[config.mk]
export PLATFORM = sky130hd
export DESIGN_NAME = isr_status_top
export DESIGN_NICKNAME = d
export VERILOG_FILES = /design/src/isr_fifo.v /design/src/isr_status_top.v
export VERILOG_INCLUDE_DIRS = /design/src
export SDC_FILE = /design/constraint.sdc
export NUM_CORES = 1
export LEC_CHECK = 0
export BUFFER_PORTS_ARGS = -buffer_cell sky130_fd_sc_hd__buf_2
export CAP_MARGIN = 20
export CORE_MARGIN = 4
export CORE_UTILIZATION = 55
export CTS_CLUSTER_DIAMETER = 80
export CTS_CLUSTER_SIZE = 40
export DETAILED_ROUTE_END_ITERATION = 7
export HOLD_SLACK_MARGIN = 0.08
export PLACE_DENSITY = 0.79
export SYNTH_ARGS = -nofsm -noshare
export SYNTH_HDL_FRONTEND = slang
export SYNTH_SLANG_ARGS = --single-unit
[constraint.sdc]
create_clock -name MCLK -period 5.3 [get_ports MCLK]
set_input_delay 0.795 -clock MCLK [delete_from_list [all_inputs] [get_ports MCLK]]
set_output_delay 0.795 -clock MCLK [all_outputs]
set_load 0.005 [all_outputs]
[src/isr_map.vh]
// Constants for the status and event reporting block: positions, widths, codes, depths
`ifndef ISR_MAP_VH
`define ISR_MAP_VH

// ==========================================================
// Status byte positions
`define ISR_STB_UNUSED0      0
`define ISR_STB_UNUSED1      1
`define ISR_STB_ERRQ         2
`define ISR_STB_QUESTIONABLE_SUMMARY         3
`define ISR_STB_MAV          4
`define ISR_STB_ESB          5
`define ISR_STB_RQS          6
`define ISR_STB_OPERATION_SUMMARY         7

// ==========================================================
// Standard event status positions
`define ISR_ESR_OPC          0
`define ISR_ESR_UNUSED1      1
`define ISR_ESR_QYE          2
`define ISR_ESR_DDE          3
`define ISR_ESR_EXE          4
`define ISR_ESR_CME          5
`define ISR_ESR_LOCAL        6
`define ISR_ESR_PON          7

// ==========================================================
// Widths and reset values
`define ISR_BYTE_W           8
`define ISR_QUESTIONABLE_SUMMARY_W           15
`define ISR_CODE_W           16
`define ISR_ESR_RST          8'h00
`define ISR_ESE_RST          8'h00
`define ISR_SRE_RST          8'h00
`define ISR_QEN_RST          15'h0000
`define ISR_QEV_RST          15'h0000
`define ISR_ESR_WR_MASK      8'hFD
`define ISR_SRE_WR_MASK      8'hBC

// ==========================================================
// Error codes and class bounds (two's complement, 16 bits)
`define ISR_CODE_NONE        16'h0000
`define ISR_CODE_OVERFLOW    16'hFEA2
`define ISR_CLASS_100_HI     (-100)
`define ISR_CLASS_200_HI     (-200)
`define ISR_CLASS_300_HI     (-300)
`define ISR_CLASS_400_HI     (-400)
`define ISR_CLASS_400_LO     (-499)

// ==========================================================
// Queue depths as address widths
`define ISR_OUTQ_AW          4
`define ISR_ERRQ_AW          3

`endif

[src/isr_fifo.v]
// Small first-in first-out queue with flush, used for responses and for errors
`default_nettype none

module isr_fifo #(
  parameter W  = 8,
  parameter AW = 4
) (
  input  wire          clk,
  input  wire          rst_n,
  input  wire          en,
  input  wire          flush,
  input  wire          push,
  input  wire [W-1:0]  din,
  input  wire          pop,
  output wire [W-1:0]  dout,
  output wire [AW:0]   count,
  output wire          empty,
  output wire          full
);

  localparam [AW:0] FULL_CNT = 1 << AW;
  localparam [AW:0] ONE_CNT  = 1;

  reg [W-1:0]  mem [0:(1<<AW)-1];
  reg [AW-1:0] wr_ff;
  reg [AW-1:0] rd_ff;
  reg [AW:0]   cnt_ff;

  // ==========================================================
  // Accepted moves; a flush empties first, so a push beside it survives
  wire          push_ok = push && (flush || (cnt_ff != FULL_CNT));
  wire          pop_ok  = pop && !flush && (cnt_ff != {(AW+1){1'b0}});
  wire [AW-1:0] wr_addr = flush ? {AW{1'b0}} : wr_ff;

  assign dout  = mem[rd_ff];
  assign count = cnt_ff;
  assign empty = (cnt_ff == {(AW+1){1'b0}});
  assign full  = (cnt_ff == FULL_CNT);

  // Storage carries no reset; only the pointers decide what is valid
  always @(posedge clk) begin
    if (en && push_ok) begin
      mem[wr_addr] <= din;
    end
  end

  // Pointers and occupancy
  always @(posedge clk or negedge rst_n) begin
    if (!rst_n) begin
      wr_ff  <= {AW{1'b0}};
      rd_ff  <= {AW{1'b0}};
      cnt_ff <= {(AW+1){1'b0}};
    end else if (en) begin
      if (flush) begin
        rd_ff  <= {AW{1'b0}};
        wr_ff  <= push_ok ? {{(AW-1){1'b0}}, 1'b1} : {AW{1'b0}};
        cnt_ff <= push_ok ? ONE_CNT : {(AW+1){1'b0}};
      end else begin
        if (push_ok) begin
          wr_ff <= wr_ff + {{(AW-1){1'b0}}, 1'b1};
        end
        if (pop_ok) begin
          rd_ff <= rd_ff + {{(AW-1){1'b0}}, 1'b1};
        end
        case ({push_ok, pop_ok})
          2'b10:   cnt_ff <= cnt_ff + ONE_CNT;
          2'b01:   cnt_ff <= cnt_ff - ONE_CNT;
          default: cnt_ff <= cnt_ff;
        endcase
      end
    end
  end

endmodule // isr_fifo

`default_nettype wire

[src/isr_status_top.v]
// Status byte, standard event, questionable event, enable masks and both queues
`include "isr_map.vh"
`default_nettype none

// Notes on behaviour
// - Status byte bits 0 and 1 always read zero.
// - Status byte bit 2 is high while the error queue holds entries.
// - Status byte bit 3 is OR of questionable events ANDed with their enables.
// - Status byte bit 4 is high while the output queue holds a response.
// - Status byte bit 5 is OR of standard events ANDed with their enables.
// - Status byte bit 6 shows the device requests service.
// - Status byte bit 7 summarizes operation events, which never occur: zero.
// - Serial poll and status byte query return identical content.
// - Event bit 0 sets once operations pending at the completion command finish.
// - Standard event bit 1 always reads zero.
// - Event bits 2..5: query, device, execution, parse errors.
// - Event bit 6 on local key press, bit 7 on power up.
// - Reading standard events returns them, then clears every bit not set in that same cycle.
// - Every summary is OR over positions of status AND enable.
// - Standard event mask: one bit per position, written, read, gates bit 5.
// - Questionable mask selects events for bit 3, written and read back.
// - Service request mask selects status bits causing requests; written, read.
// - A new message after a terminator empties the output queue.
// - Error queue is first-in first-out; each error query pops the oldest.
// - On overflow record code -350 and refuse entries until read or cleared.
// - Logged error sets event bit: -100 bit 5, -200 4, -300 3, -400 2.
// - Questionable events latch rising conditions and hold until read or cleared.
module isr_status_top (
  input  wire        MCLK,
  input  wire        RSTN,
  input  wire        CE,
  input  wire        STB_QUERY,
  input  wire        SERIAL_POLL,
  input  wire        ESR_QUERY,
  input  wire        ESE_WRITE,
  input  wire        ESE_QUERY,
  input  wire        SRE_WRITE,
  input  wire        SRE_QUERY,
  input  wire        QEN_WRITE,
  input  wire        QEN_QUERY,
  input  wire        QEV_QUERY,
  input  wire        ERR_QUERY,
  input  wire        RESP_READ,
  input  wire [15:0] WR_DATA,
  input  wire        CLEAR_STATUS,
  input  wire        OPC_CMD,
  input  wire        OPS_PENDING,
  input  wire        LOCAL_KEY,
  input  wire [14:0] QUESTIONABLE_SUMMARY_COND,
  input  wire        ERR_LOG,
  input  wire [15:0] ERR_CODE,
  input  wire        RESP_PUSH,
  input  wire [7:0]  RESP_DATA,
  input  wire        MSG_START,
  output reg  [15:0] RD_DATA,
  output reg         RD_VALID,
  output wire [7:0]  STATUS_BYTE,
  output wire        SRQ,
  output wire        RESP_FULL
);

  // ==========================================================
  // State registers
  reg [`ISR_BYTE_W-1:0] standard_event_status_ff;
  reg [`ISR_BYTE_W-1:0] standard_event_enable_ff;
  reg [`ISR_BYTE_W-1:0] service_request_enable_ff;
  reg [`ISR_QUESTIONABLE_SUMMARY_W-1:0] questionable_event_reg_ff;
  reg [`ISR_QUESTIONABLE_SUMMARY_W-1:0] questionable_summary_enable_ff;
  reg [`ISR_QUESTIONABLE_SUMMARY_W-1:0] questionable_summary_cond_prev_ff;
  reg                   opc_armed_ff;
  reg                   pon_done_ff;
  reg                   errq_locked_ff;
  reg [15:0]            rd_data_ff;
  reg                   rd_valid_ff;

  reg [`ISR_BYTE_W-1:0] nxt_standard_event_status;
  reg [`ISR_QUESTIONABLE_SUMMARY_W-1:0] nxt_questionable_event_reg;
  reg [`ISR_BYTE_W-1:0] esr_set;
  reg [15:0]            nxt_rd_data;
  reg                   nxt_rd_valid;
  reg                   errq_push;
  reg [15:0]            errq_din;
  reg                   nxt_errq_locked;

  wire [7:0]                outq_dout;
  wire [`ISR_OUTQ_AW:0]     outq_count;
  wire                      outq_empty;
  wire [15:0]               errq_dout;
  wire [`ISR_ERRQ_AW:0]     errq_count;
  wire                      errq_empty;
  wire                      errq_full;

  // ==========================================================
  // Output queue: flushed by each new message so stale answers vanish
  isr_fifo #(
    .W  (`ISR_BYTE_W),
    .AW (`ISR_OUTQ_AW)
  ) u_outq (
    .clk   (MCLK),
    .rst_n (RSTN),
    .en    (CE),
    .flush (MSG_START),
    .push  (RESP_PUSH),
    .din   (RESP_DATA),
    .pop   (RESP_READ),
    .dout  (outq_dout),
    .count (outq_count),
    .empty (outq_empty),
    .full  (RESP_FULL)
  );

  // ==========================================================
  // Error queue, oldest entry at the head
  isr_fifo #(
    .W  (`ISR_CODE_W),
    .AW (`ISR_ERRQ_AW)
  ) u_errq (
    .clk   (MCLK),
    .rst_n (RSTN),
    .en    (CE),
    .flush (CLEAR_STATUS),
    .push  (errq_push),
    .din   (errq_din),
    .pop   (ERR_QUERY),
    .dout  (errq_dout),
    .count (errq_count),
    .empty (errq_empty),
    .full  (errq_full)
  );

  // ==========================================================
  // Summaries and the status byte, all from flip-flops
  wire questionable_summary_summary  = |(questionable_event_reg_ff & questionable_summary_enable_ff);
  wire event_summary = |(standard_event_status_ff & standard_event_enable_ff);
  wire operation_summary = 1'b0;

  // Bit 6 is left out of the request term so it cannot hold itself up
  wire [7:0] stb_base;
  assign stb_base[`ISR_STB_UNUSED0] = 1'b0;
  assign stb_base[`ISR_STB_UNUSED1] = 1'b0;
  assign stb_base[`ISR_STB_ERRQ]    = !errq_empty;
  assign stb_base[`ISR_STB_QUESTIONABLE_SUMMARY]    = questionable_summary_summary;
  assign stb_base[`ISR_STB_MAV]     = !outq_empty;
  assign stb_base[`ISR_STB_ESB]     = event_summary;
  assign stb_base[`ISR_STB_RQS]     = 1'b0;
  assign stb_base[`ISR_STB_OPERATION_SUMMARY]    = operation_summary;

  wire service_request_flag = |(stb_base & service_request_enable_ff & `ISR_SRE_WR_MASK);

  assign STATUS_BYTE = stb_base | ({7'h00, service_request_flag} << `ISR_STB_RQS);
  assign SRQ         = service_request_flag;
  wire   unused_cnt  = |{outq_count, errq_count};

  // ==========================================================
  // Error class of a logged code, signed compare on 16 bits
  wire signed [15:0] code_s = ERR_CODE;
  wire cls_100 = (code_s <= `ISR_CLASS_100_HI) && (code_s > `ISR_CLASS_200_HI);
  wire cls_200 = (code_s <= `ISR_CLASS_200_HI) && (code_s > `ISR_CLASS_300_HI);
  wire cls_300 = (code_s <= `ISR_CLASS_300_HI) && (code_s > `ISR_CLASS_400_HI);
  wire cls_400 = (code_s <= `ISR_CLASS_400_HI) && (code_s >= `ISR_CLASS_400_LO);

  // Error logging; last free slot is kept for the overflow marker
  always @* begin
    errq_push       = 1'b0;
    errq_din        = ERR_CODE;
    nxt_errq_locked = errq_locked_ff;
    if (CLEAR_STATUS || ERR_QUERY) begin
      nxt_errq_locked = 1'b0;
    end
    if (ERR_LOG && !errq_locked_ff && !errq_full) begin
      errq_push = 1'b1;
      if (errq_count == {1'b0, {`ISR_ERRQ_AW{1'b1}}} && !ERR_QUERY && !CLEAR_STATUS) begin
        errq_din        = `ISR_CODE_OVERFLOW;
        nxt_errq_locked = 1'b1;
      end
    end
  end

  // ==========================================================
  // Standard event set terms; a set arriving with a clear wins
  always @* begin
    esr_set = 8'h00;
    if (opc_armed_ff && !OPS_PENDING) begin
      esr_set[`ISR_ESR_OPC] = 1'b1;
    end
    if (ERR_LOG) begin
      esr_set[`ISR_ESR_CME] = cls_100;
      esr_set[`ISR_ESR_EXE] = cls_200;
      esr_set[`ISR_ESR_DDE] = cls_300 || (errq_push && (errq_din == `ISR_CODE_OVERFLOW));
      esr_set[`ISR_ESR_QYE] = cls_400;
    end
    if (LOCAL_KEY) begin
      esr_set[`ISR_ESR_LOCAL] = 1'b1;
    end
    if (!pon_done_ff) begin
      esr_set[`ISR_ESR_PON] = 1'b1;
    end
    nxt_standard_event_status = ((ESR_QUERY || CLEAR_STATUS) ? 8'h00 : standard_event_status_ff) | esr_set;
    nxt_standard_event_status[`ISR_ESR_UNUSED1] = 1'b0;
  end

  // Questionable events latch rising edges of the condition inputs
  always @* begin
    nxt_questionable_event_reg = ((QEV_QUERY || CLEAR_STATUS) ? `ISR_QEV_RST : questionable_event_reg_ff)
                                 | (QUESTIONABLE_SUMMARY_COND & ~questionable_summary_cond_prev_ff);
  end

  // ==========================================================
  // Query answers; one query per cycle, the first listed wins
  always @* begin
    nxt_rd_data  = rd_data_ff;
    nxt_rd_valid = 1'b0;
    if (STB_QUERY || SERIAL_POLL) begin
      nxt_rd_data  = {8'h00, STATUS_BYTE};
      nxt_rd_valid = 1'b1;
    end else if (ESR_QUERY) begin
      nxt_rd_data  = {8'h00, standard_event_status_ff};
      nxt_rd_valid = 1'b1;
    end else if (ESE_QUERY) begin
      nxt_rd_data  = {8'h00, standard_event_enable_ff};
      nxt_rd_valid = 1'b1;
    end else if (SRE_QUERY) begin
      nxt_rd_data  = {8'h00, service_request_enable_ff};
      nxt_rd_valid = 1'b1;
    end else if (QEN_QUERY) begin
      nxt_rd_data  = {1'b0, questionable_summary_enable_ff};
      nxt_rd_valid = 1'b1;
    end else if (QEV_QUERY) begin
      nxt_rd_data  = {1'b0, questionable_event_reg_ff};
      nxt_rd_valid = 1'b1;
    end else if (ERR_QUERY) begin
      nxt_rd_data  = errq_empty ? `ISR_CODE_NONE : errq_dout;
      nxt_rd_valid = 1'b1;
    end else if (RESP_READ) begin
      nxt_rd_data  = {8'h00, outq_dout};
      nxt_rd_valid = !outq_empty;
    end
  end

  // ==========================================================
  // Sequential state; CE low freezes everything
  always @(posedge MCLK or negedge RSTN) begin
    if (!RSTN) begin
      standard_event_status_ff  <= `ISR_ESR_RST;
      standard_event_enable_ff  <= `ISR_ESE_RST;
      service_request_enable_ff <= `ISR_SRE_RST;
      questionable_event_reg_ff <= `ISR_QEV_RST;
      questionable_summary_enable_ff            <= `ISR_QEN_RST;
      questionable_summary_cond_prev_ff         <= `ISR_QEV_RST;
      opc_armed_ff              <= 1'b0;
      pon_done_ff               <= 1'b0;
      errq_locked_ff            <= 1'b0;
      rd_data_ff                <= 16'h0000;
      rd_valid_ff               <= 1'b0;
    end else if (CE) begin
      standard_event_status_ff  <= nxt_standard_event_status;
      questionable_event_reg_ff <= nxt_questionable_event_reg;
      questionable_summary_cond_prev_ff         <= QUESTIONABLE_SUMMARY_COND;
      pon_done_ff               <= 1'b1;
      errq_locked_ff            <= nxt_errq_locked;
      rd_data_ff                <= nxt_rd_data;
      rd_valid_ff               <= nxt_rd_valid;
      if (ESE_WRITE) begin
        standard_event_enable_ff <= WR_DATA[7:0];
      end
      if (SRE_WRITE) begin
        service_request_enable_ff <= WR_DATA[7:0];
      end
      if (QEN_WRITE) begin
        questionable_summary_enable_ff <= WR_DATA[14:0];
      end
      // A fresh completion command re-arms; completion disarms
      if (OPC_CMD) begin
        opc_armed_ff <= 1'b1;
      end else if (opc_armed_ff && !OPS_PENDING) begin
        opc_armed_ff <= 1'b0;
      end
    end
  end

  always @* begin
    RD_DATA  = rd_data_ff;
    RD_VALID = rd_valid_ff & ~(unused_cnt & 1'b0);
  end

endmodule // isr_status_top

`default_nettype wire

==> qor.yml, run 1 <==
route:
  drt_wl_total_microns: 37040
  vias: 10120
  drc: 0
  routed_via_density: 6.436
  first_pass_iters: 5
  postRouteAntennaNets: 0
  drt_iter0_drc: 1045
  routedWlPerCell_microns: 23.56
clock_tree:
  post_cts_buffers: 0
  ctsHoldBuffers: 0
  numCtsBuffers: 16
  clk_pin_slew_worst_paths_ps: 140
  htreeDepth: 1
  cts_buffer_depth: 3
  cts_tree: "done"
  clock_sinks: 367
  clk_latency_ps: 540
  clockRootBuffer: "clkbuf_16"
  cts_resized: 0
final_layout:
  area_growth_pct: 9.099
  final_layout_size_suffix_gt1_share_pct: 21.89
  multi_input_area_sq_mm: 0.005119
  final_cells: 1572
  num_antenna_cells: 0
  seq_area_sq_mm: 0.01047
  layout.nets: 1266
  final.fill_count: 2163
synth:
  synth_area_sq_mm: 0.01598
  ys_types: 80
  synth.area.top_cells: "edfxtp_1 48%, dfrtp_1 17%, mux4_2 6.3%"
  synth_top_area_share_pct: 48.11
  synth_edf_count: 256
  yosysMostFrequentCell: "edfxtp_1"
  yosysSeqAreaShare_pct: 65.50
  synth_cells: 1107
  synth_area_leader_cell: "edfxtp_1"
  synth_flop_cell: "edfxtp_1"
  ys_async_sr_fraction_pct: 30.25
  yosys_warnings: 0
  avgSynthCellArea_sq_um: 14.43
  synth-seq-cells: 367
  synth_common_cells: "256 x edfxtp_1, 111 x dfrtp_1, 73 x nand2_1"
worst_setup_path:
  crit_fanout: 9
  crit_buf_inv: 1
  crit_type: "reg -> out"
  crit_chain: "or4_1 > nand2b_1 > a222oi_1 > nand2b_1 > buf_2"
  path_common_cell: "nand2b_1"
  worstPathArrival_ps: 2590
  path_depth: 5
  crit_family: "simple AND/OR/NAND/NOR gates"
  r2r_cells: 10
  critPathMaxStageDelay_ps: 690
  crit_path_top_delay_cell: "or4_1"
  cp-end-kind: "primary output"
  cp.required_ps: 4510
  critPathLaunchType: "flop"
power:
  p_leak_nw: 6.283
  ir_drop_v: 0.0003011
  powerDensity_mw_per_mm2: 387.1
timing:
  rsz0062_at_grt: "false"
  finalCritPeriodShare_pct: 63.82
  setup_viol: 0
  period_needed_ps: 3382
  slew_viol_final: 0
  fin_setup_tns_ps: 0
  max-slew-margin-rel_pct: 35.26
  skew_ps: 49.81
  whs_ps: 357.7
  worst_slew_pin_slew_ps: 967.5
  max_freq_mhz: 295.7
  hold_viol_final: 0
global_routing:
  grt_pass1_vias: 9611
  grt_pass1_wl_microns: 56530
  grt_max_degree: 65
  grt-ovfl-total: 0
  antenna_found_initial: 1
  track_usage_pct: 23.13
floorplanning:
  rows: 62
  fp.dieW_microns: 178.4
  pin_count: 104
  dieArea_sq_mm: 0.03184
  initial_utilization_pct: 55.67
  die_y_microns: 178.4
  core-area_sq_mm: 0.02870
min_path:
  min_path_type: "in -> async"
placement:
  place.gp.congestion: 0.9338
  dpl.hpwl_microns: 24710
  place.port_buffers: 99
  placedCellCount: 1542
run:
  max_cap_violations: 0
status:
  outcome: "finished clean"
metrics by stage:
| stage | setup WS (ps) | utilization (%) | area, sq um | total power, mW |
|---|---|---|---|---|
| final | 1918 | 60.73 | 17430 | 6.748 |
| after global placement | 2187 | 58.55 | 16800 | 5.101 |
| after detailed placement | 2129 | 58.57 | 16810 | 5.157 |
| after CTS | 1954 | 60.65 | 17410 | 6.746 |
| after global routing | 1762 | 60.73 | 17430 | 7.058 |
| after floorplan | 1833 | - | 15990 | 4.672 |
per-layer routing:
| layer | track usage [%] | vias up | part of all wire (%) |
|---|---|---|---|
| li1 | - | 4425 | - |
| met5 | 0 | - | 0.054 |
| met1 | 34.34 | 5149 | 42 |
| met3 | 3.434 | 69 | 7.8 |
| met2 | 36.51 | 473 | 47 |
| met4 | 5.852 | 2 | 2.8 |
cell usage in the layout, fill, tap and decap left out, types with 8 or more instances in the layout:
cell type / count
a2111oi_0: 8
a211oi_1: 11
a21oi_1: 33
a221oi_1: 11
a22oi_1: 12
a32o_1: 9
buf_2: 98
buf_4: 17
clkbuf_16: 17
dfrtp_1: 109
edfxtp_1: 256
ha_1: 9
inv_1: 32
mux2_2: 50
mux2i_1: 25
mux4_2: 45
nand2_1: 73
nand2b_1: 29
nand3_1: 9
nor2_1: 56
nor2b_1: 19
nor3_1: 18
nor4_1: 14
o21ai_0: 56
o22ai_1: 16
o2bb2ai_1: 13
sequential cells by signal (all words and copies together) (netlist names):
signal,flops
questionable_event_reg_ff,15
u_errq.wr_ff,3
u_outq.mem,128
u_outq.rd_ff,4
u_outq.wr_ff,4
pon_done_ff,1
u_errq.mem,128
service_request_enable_ff,8
errq_locked_ff,1
standard_event_status_ff,7
questionable_summary_cond_prev_ff,15
standard_event_enable_ff,8
RD_DATA,16
questionable_summary_enable_ff,15
u_errq.count,4
u_outq.count,5
RD_VALID,1
opc_armed_ff,1
u_errq.rd_ff,3
worst paths after layout:
| check | startpoint | end | slack [ps] |
|---|---|---|---|
| max | u_outq.count[0]$_DFFE_PN0P_ | SRQ | 1920 |
| max reg2reg | u_outq.count[0]$_DFFE_PN0P_ | u_outq.count[4]$_DFFE_PN0P_ | 2040 |
| max in group asynchronous | RSTN | questionable_summary_enable_ff[8]$_DFFE_PN0P_ | 3770 |
| min reg2reg | questionable_summary_cond_prev_ff[2]$_DFFE_PN0P_ | questionable_event_reg_ff[2]$_DFFE_PN0P_ | 450 |
| min | RSTN | questionable_summary_cond_prev_ff[8]$_DFFE_PN0P_ | 360 |
| min in group MCLK | questionable_summary_cond_prev_ff[2]$_DFFE_PN0P_ | questionable_event_reg_ff[2]$_DFFE_PN0P_ | 450 |
where the power goes:
| part | total [mW] | leakage (nW) | internal [mW] | switching [mW] |
|---|---|---|---|---|
| sequential | 3.50 | 3.69 | 3.27 | 0.236 |
| clock | 1.62 | 0.283 | 0.657 | 0.960 |
| combinational | 1.63 | 2.31 | 0.727 | 0.900 |
| total | 6.75 | 6.28 | 4.65 | 2.10 |
logic make-up (layout without fill, tap and decap cells):
family	after synthesis	after routing	synth area share, %
AOI/OAI and AO/OA	228	228	10.24
DFF	367	367	65.50
adders and majority gates	11	11	0.9554
buffers and inverters	100	179	2.725
and+or+nand+nor	277	277	8.911
other	1	3	0.02347
muxes	120	120	11.43
xor gates and xnor gates	3	3	0.2115
cell type report:
type	count	area share, %
clock buffer	18	2.462
clock inverter	10	0.9475
inverter	34	0.7321
multi-input combinational	642	29.36
sequential	367	60.05
tap	384	2.756
timing repair buffer	117	3.689
(Power assumes the default switching activity.)
==> run 2: changes to the inputs <==
Settings changed: ABC_AREA set to 1, PLACE_DENSITY 0.79 to 0.82.
Clock period 5.3 ns to 2.9 ns, I/O delays scaled along.
==> run 2 against run 1 <==
Clock skew down 14 ps. Total power up 79%. Clock power up 72%. Core utilization up 0.28 points. Synthesized cell count up 40%. Critical path depth up 2. Final area up 1.3%. Count of clock-buffer cells in the layout down 2. Combinational power up 93%. Highest routed layer is now met4.
==> qor.yml, run 2 <==
status:
  outcome: "finished clean"
synth:
  synth_top_area_share_pct: 47.36
  synth_area_sq_mm: 0.01623
  synth_area_leader_cell: "edfxtp_1"
  synth-seq-cells: 367
  synth_edf_count: 256
  ys_async_sr_fraction_pct: 30.25
  synth_cells: 1551
  yosys_warnings: 0
  synth.area.top_cells: "edfxtp_1 47%, dfrtp_1 17%, nand2_1 6.5%"
  synth_flop_cell: "edfxtp_1"
  yosysSeqAreaShare_pct: 64.47
  avgSynthCellArea_sq_um: 10.47
  ys_types: 55
  synth_common_cells: "283 x nand2_1, 256 x edfxtp_1, 222 x nor2_1"
  yosysMostFrequentCell: "nand2_1"
global_routing:
  grtUsageMet2_pct: 38.62
  grt_use_met3_pct: 3.941
  globalRouteMet1Util_pct: 31.97
  antenna_found_initial: 0
  grt_pass1_vias: 11410
  grt-busiest-layer: "met2"
  grt-ovfl-total: 0
  grt_pass1_wl_microns: 61580
  track_usage_pct: 23.55
  grt_max_degree: 50
power:
  powerDensity_mw_per_mm2: 685.6
  power_frac_clock_pct: 23.0
  p_comb_share_pct: 26.0
  p_switching_mw: 4.043
  seq_power_share_pct: 51.0
  internal_power_mw: 8.060
  p_leak_nw: 6.951
  switching_share_pct: 33.40
  ir_drop_v: 0.0005418
worst_setup_path:
  crit_fanout: 3
  cp.required_ps: 2470
  worstPathArrival_ps: 2190
  critPathMaxStageDelay_ps: 420
  critPathLaunchType: "flop"
  crit_chain: "nand2_1 > nand3_1 > a221oi_1 > nand3_1 > nand2_1 > nand3_1 > buf_2"
  crit_type: "reg -> out"
  cp-end-kind: "primary output"
  crit_path_top_delay_cell: "dfrtp_1"
  path_common_cell: "nand3_1"
clock_tree:
  htreeDepth: 1
  cts_buffer_depth: 3
  cts_tree: "done"
  numCtsBuffers: 15
  clock_sinks: 367
  clockRootBuffer: "clkbuf_16"
  clk_latency_ps: 540
  clk_pin_slew_worst_paths_ps: 130
final_layout:
  layout.nets: 1714
  final_cell_mix: "283 x nand2_1, 256 x edfxtp_1, 222 x nor2_1"
  area_growth_pct: 8.748
  final_layout_size_suffix_gt1_share_pct: 13.10
  final_common_cell: "nand2_1"
timing:
  fin_setup_tns_ps: 0
  rsz0062_at_grt: "false"
  slew_viol_final: 0
  max_freq_mhz: 380.2
  finalCritPeriodShare_pct: 90.69
  max-slew-margin-rel_pct: 38.95
  setup_viol: 0
  whs_ps: 111.8
  period_needed_ps: 2630
  skew_ps: 35.77
  hold_viol_final: 0
  worst_slew_pin_slew_ps: 912.3
route:
  routedWlPerCell_microns: 19.50
  drt_wl_total_microns: 39380
  routed_via_density: 5.906
  first_pass_iters: 7
  drc: 0
  postRouteAntennaNets: 0
  drt_iter0_drc: 1409
  vias: 11930
placement:
  place.port_buffers: 99
  dpl.hpwl_microns: 26370
  place.gp.congestion: 0.9283
floorplanning:
  core-area_sq_mm: 0.02894
  rows: 62
  dieArea_sq_mm: 0.03233
  die_y_microns: 179.8
  initial_utilization_pct: 56.10
  pin_count: 104
  fp.dieW_microns: 179.8
min_path:
  min_path_type: "in -> reg"
run:
  max_cap_violations: 0
==> run 2: routing by layer <==
metal  wire (microns)  vias up
met5                0        -
li1                 -     5500
met3             3122       90
met2            19220      557
met1            15540     5778
met4             1498        0
==> run 2: critical path, delay by kind of cell, from the launching register on <==
kind / cells / cell delay, ps
and+or+nand+nor: 5 / 690
DFF: 1 / 420
AOI/OAI and AO/OA: 1 / 390
buffers and inverters: 1 / 160
==> run 2: power groups by stage <==
stage | Sequential (mW) | Clock, mW | Combinational [mW]
2_1_floorplan | 6.21 | 0 | 2.23
3_3_place_gp | 6.26 | 0 | 2.98
3_5_place_dp | 6.27 | 0 | 3.10
4_1_cts | 6.16 | 2.82 | 3.12
5_1_grt | 6.20 | 3.01 | 3.50
6_report | 6.17 | 2.79 | 3.15
==> run 2: logic make-up after synthesis <==
kind of cell	after synthesis	synth area share, %
xor+xnor	10	0.5395
simple gates	640	16.56
fa+ha+maj	11	0.9404
buf+inv	182	4.987
mux	8	0.5550
flops	367	64.47
compound gates	332	11.92
other cells	1	0.02310
==> run 2: cell type report <==
cell class                      count  area, sq um
Inverter                          102        382.9
Sequential cell                   367        10470
Tap cell                          384        480.5
Clock buffer                       16        400.4
Antenna cell                        1        2.502
Timing Repair Buffer              136        803.3
Fill cell                        2227        11280
Clock inverter                      9        130.1
Multi-Input combinational cell   1004         4986
==> run 2: path summary, 6_finish.rpt <==
kind / start / endpoint / slack, ps / depth (start not counted)
setup / recovery: questionable_summary_enable_ff[12]$_DFFE_PN0P_ / SRQ / 270 / 7
hold reg to reg: questionable_summary_cond_prev_ff[5]$_DFFE_PN0P_ / questionable_event_reg_ff[5]$_DFFE_PN0P_ / 460 / 1
max in group asynchronous: RSTN / RD_DATA[2]$_DFFE_PN0P_ / 1760 / 3
min in group asynchronous: RSTN / questionable_summary_enable_ff[5]$_DFFE_PN0P_ / 430 / 2
hold / removal: OPC_CMD / opc_armed_ff$_DFFE_PN0P_ / 110 / 3
setup reg to reg: u_outq.count[0]$_DFFE_PN0P_ / u_outq.count[4]$_DFFE_PN0P_ / 280 / 13
==> run 2: timing repair <==
item,4_1_cts,5_1_grt
hold endpoints to repair,41,0
buffers inserted,0,0
hold buffers,1,0
resized for setup,0,0
==> run 2: stage by stage <==
step	power, mW	worst slack (ps)	std cells	utilization (%)	instance area [sq um]
global placement	9.240	372.1	1992	59.13	17110
global route	12.72	85.61	2018	61.00	17650
CTS	12.10	278.2	2018	61.00	17650
finish	12.10	270.1	2019	61.01	17650
floorplan	8.445	395.1	1553	-	16240
detailed placement	9.374	323.3	1992	59.13	17110
==> run 3: changes to the inputs <==
Settings changed: PLACE_DENSITY 0.82 to 0.79.
Clock period 2.9 ns to 2.63 ns, I/O delays scaled along.
==> run 3 against run 2 <==
Global-route usage up 0.82 points. Non-clock buffer count up 19. Sequential share of layout area down 0.65 points. Worst hold slack worse by 21 ps.
==> qor.yml, run 3 (synthesis results as in run 2) <==
final_layout:
  num_antenna_cells: 0
  final_cell_mix: "283 x nand2_1, 256 x edfxtp_1, 221 x nor2_1"
  final_common_cell: "nand2_1"
  area_growth_pct: 9.974
  final.fill_count: 2233
  final_layout_size_suffix_gt1_share_pct: 13.49
  layout.nets: 1733
run:
  max_cap_violations: 0
route:
  drt_wl_total_microns: 40470
  routed_via_density: 5.883
  routedWlPerCell_microns: 19.87
  postRouteAntennaNets: 0
  first_pass_iters: 5
  drt_iter0_drc: 1249
  drc: 0
  vias: 11980
floorplanning:
  core-area_sq_mm: 0.02894
  pin_count: 104
  die_y_microns: 179.8
  rows: 62
  fp.dieW_microns: 179.8
  dieArea_sq_mm: 0.03233
  initial_utilization_pct: 56.10
worst_setup_path:
  worstPathArrival_ps: 2200
  critPathLaunchType: "flop"
  crit_type: "reg -> out"
  crit_fanout: 3
  rrSetupSlack_ps: 140
  cp-end-kind: "primary output"
  cp.required_ps: 2240
global_routing:
  grt-ovfl-total: 0
  antenna_found_initial: 0
  track_usage_pct: 24.37
  grt_pass1_vias: 11680
  grt_pass1_wl_microns: 63620
  grt_max_degree: 68
min_path:
  min_path_type: "in -> reg"
power:
  ir_drop_v: 0.0006646
  p_switching_mw: 4.550
  powerDensity_mw_per_mm2: 755.6
  seq_power_share_pct: 50.5
  internal_power_mw: 8.939
  p_leak_nw: 7.021
  switching_share_pct: 33.73
  power_frac_clock_pct: 22.9
  p_comb_share_pct: 26.6
clock_tree:
  clockRootBuffer: "clkbuf_16"
  cts_buffer_depth: 3
  clk_latency_ps: 540
  clock_sinks: 367
  numCtsBuffers: 15
  cts_tree: "done"
  clk_pin_slew_worst_paths_ps: 130
  htreeDepth: 1
timing:
  fin_setup_tns_ps: 0
  max-slew-margin-rel_pct: 42.63
  finalCritPeriodShare_pct: 98.57
  hold_viol_final: 0
  whs_ps: 91.12
  rsz0062_at_grt: "false"
  period_needed_ps: 2592
  skew_ps: 44.64
  setup_viol: 0
  slew_viol_final: 0
  worst_slew_pin_slew_ps: 857.4
  max_freq_mhz: 385.7
placement:
  dpl.hpwl_microns: 26600
  place.port_buffers: 99
  place.gp.congestion: 0.9868
status:
  outcome: "finished clean"
run 3: layout make-up:
type | instances | area, sq um | share of cell area [%]
sequential | 367 | 10470 | 58.65
multi-input combinational | 1004 | 5006 | 28.04
timing repair buffer | 155 | 993.5 | 5.565
tap | 384 | 480.5 | 2.691
inverter | 102 | 382.9 | 2.145
clock buffer | 15 | 375.4 | 2.103
clock inverter | 10 | 143.9 | 0.8060
run 3: routing by layer:
layer | up-vias | GRT usage [%] | part of all wire, % | wire, microns
li1 | 5535 | - | - | -
met1 | 5779 | 33.74 | 40 | 16130
met2 | 578 | 39.99 | 49 | 19660
met3 | 91 | 3.537 | 8.1 | 3258
met4 | 0 | 8.443 | 3.5 | 1425
met5 | - | 0 | 0 | 0
run 3: metrics by stage:
step	setup WS [ps]	area [sq um]	total power [mW]	util [%]	instances
after floorplan	125.1	16240	9.312	-	1553
after global placement	151.0	17140	10.25	59.23	1994
after detailed placement	129.0	17140	10.38	59.23	1994
after CTS	99.26	17810	13.40	61.54	2034
after global routing	0.2014	17850	14.17	61.70	2037
final	37.61	17850	13.49	61.70	2037
run 3: path summary, 6_finish.rpt:
| check | startpoint | to | cells after the start |
|---|---|---|---|
| setup / recovery | questionable_summary_enable_ff[14]$_DFFE_PN0P_ | SRQ | 7 |
| min in group asynchronous | RSTN | questionable_summary_cond_prev_ff[0]$_DFFE_PN0P_ | 2 |
| max in group asynchronous | RSTN | u_outq.count[2]$_DFFE_PN0P_ | 3 |
| hold reg to reg | questionable_summary_cond_prev_ff[2]$_DFFE_PN0P_ | questionable_event_reg_ff[2]$_DFFE_PN0P_ | 1 |
| setup reg to reg | u_outq.count[0]$_DFFE_PN0P_ | u_outq.mem[14][5]$_DFFE_PP_ | 7 |
| hold / removal | WR_DATA[8] | questionable_summary_enable_ff[8]$_DFFE_PN0P_ | 2 |
run 3: power groups by stage:
stage          Sequential [mW]  Combinational [mW]  Clock [mW]
3_3_place_gp              6.91                3.33           0
5_1_grt                   6.85                3.97        3.34
4_1_cts                   6.80                3.50        3.10
2_1_floorplan             6.85                2.46           0
3_5_place_dp              6.93                3.45           0
6_report                  6.82                3.59        3.08
run 3: what timing repair did:
item                                    CTS  global route
setup buffers                             0             3
gates resized for setup                   0             6
endpoints found under the hold margin    51             0
endpoints found under the setup margin    0             2
hold buffers                             15             0
run 3: worst max-delay path, cell delays in order, from the launching register on:
cell,delay [ps]
dfrtp_1,420
nand2_1,100
nand3_1,110
a221oi_1,330
nand3_1,300
nand2_1,140
nand3_1,110
buf_2,150
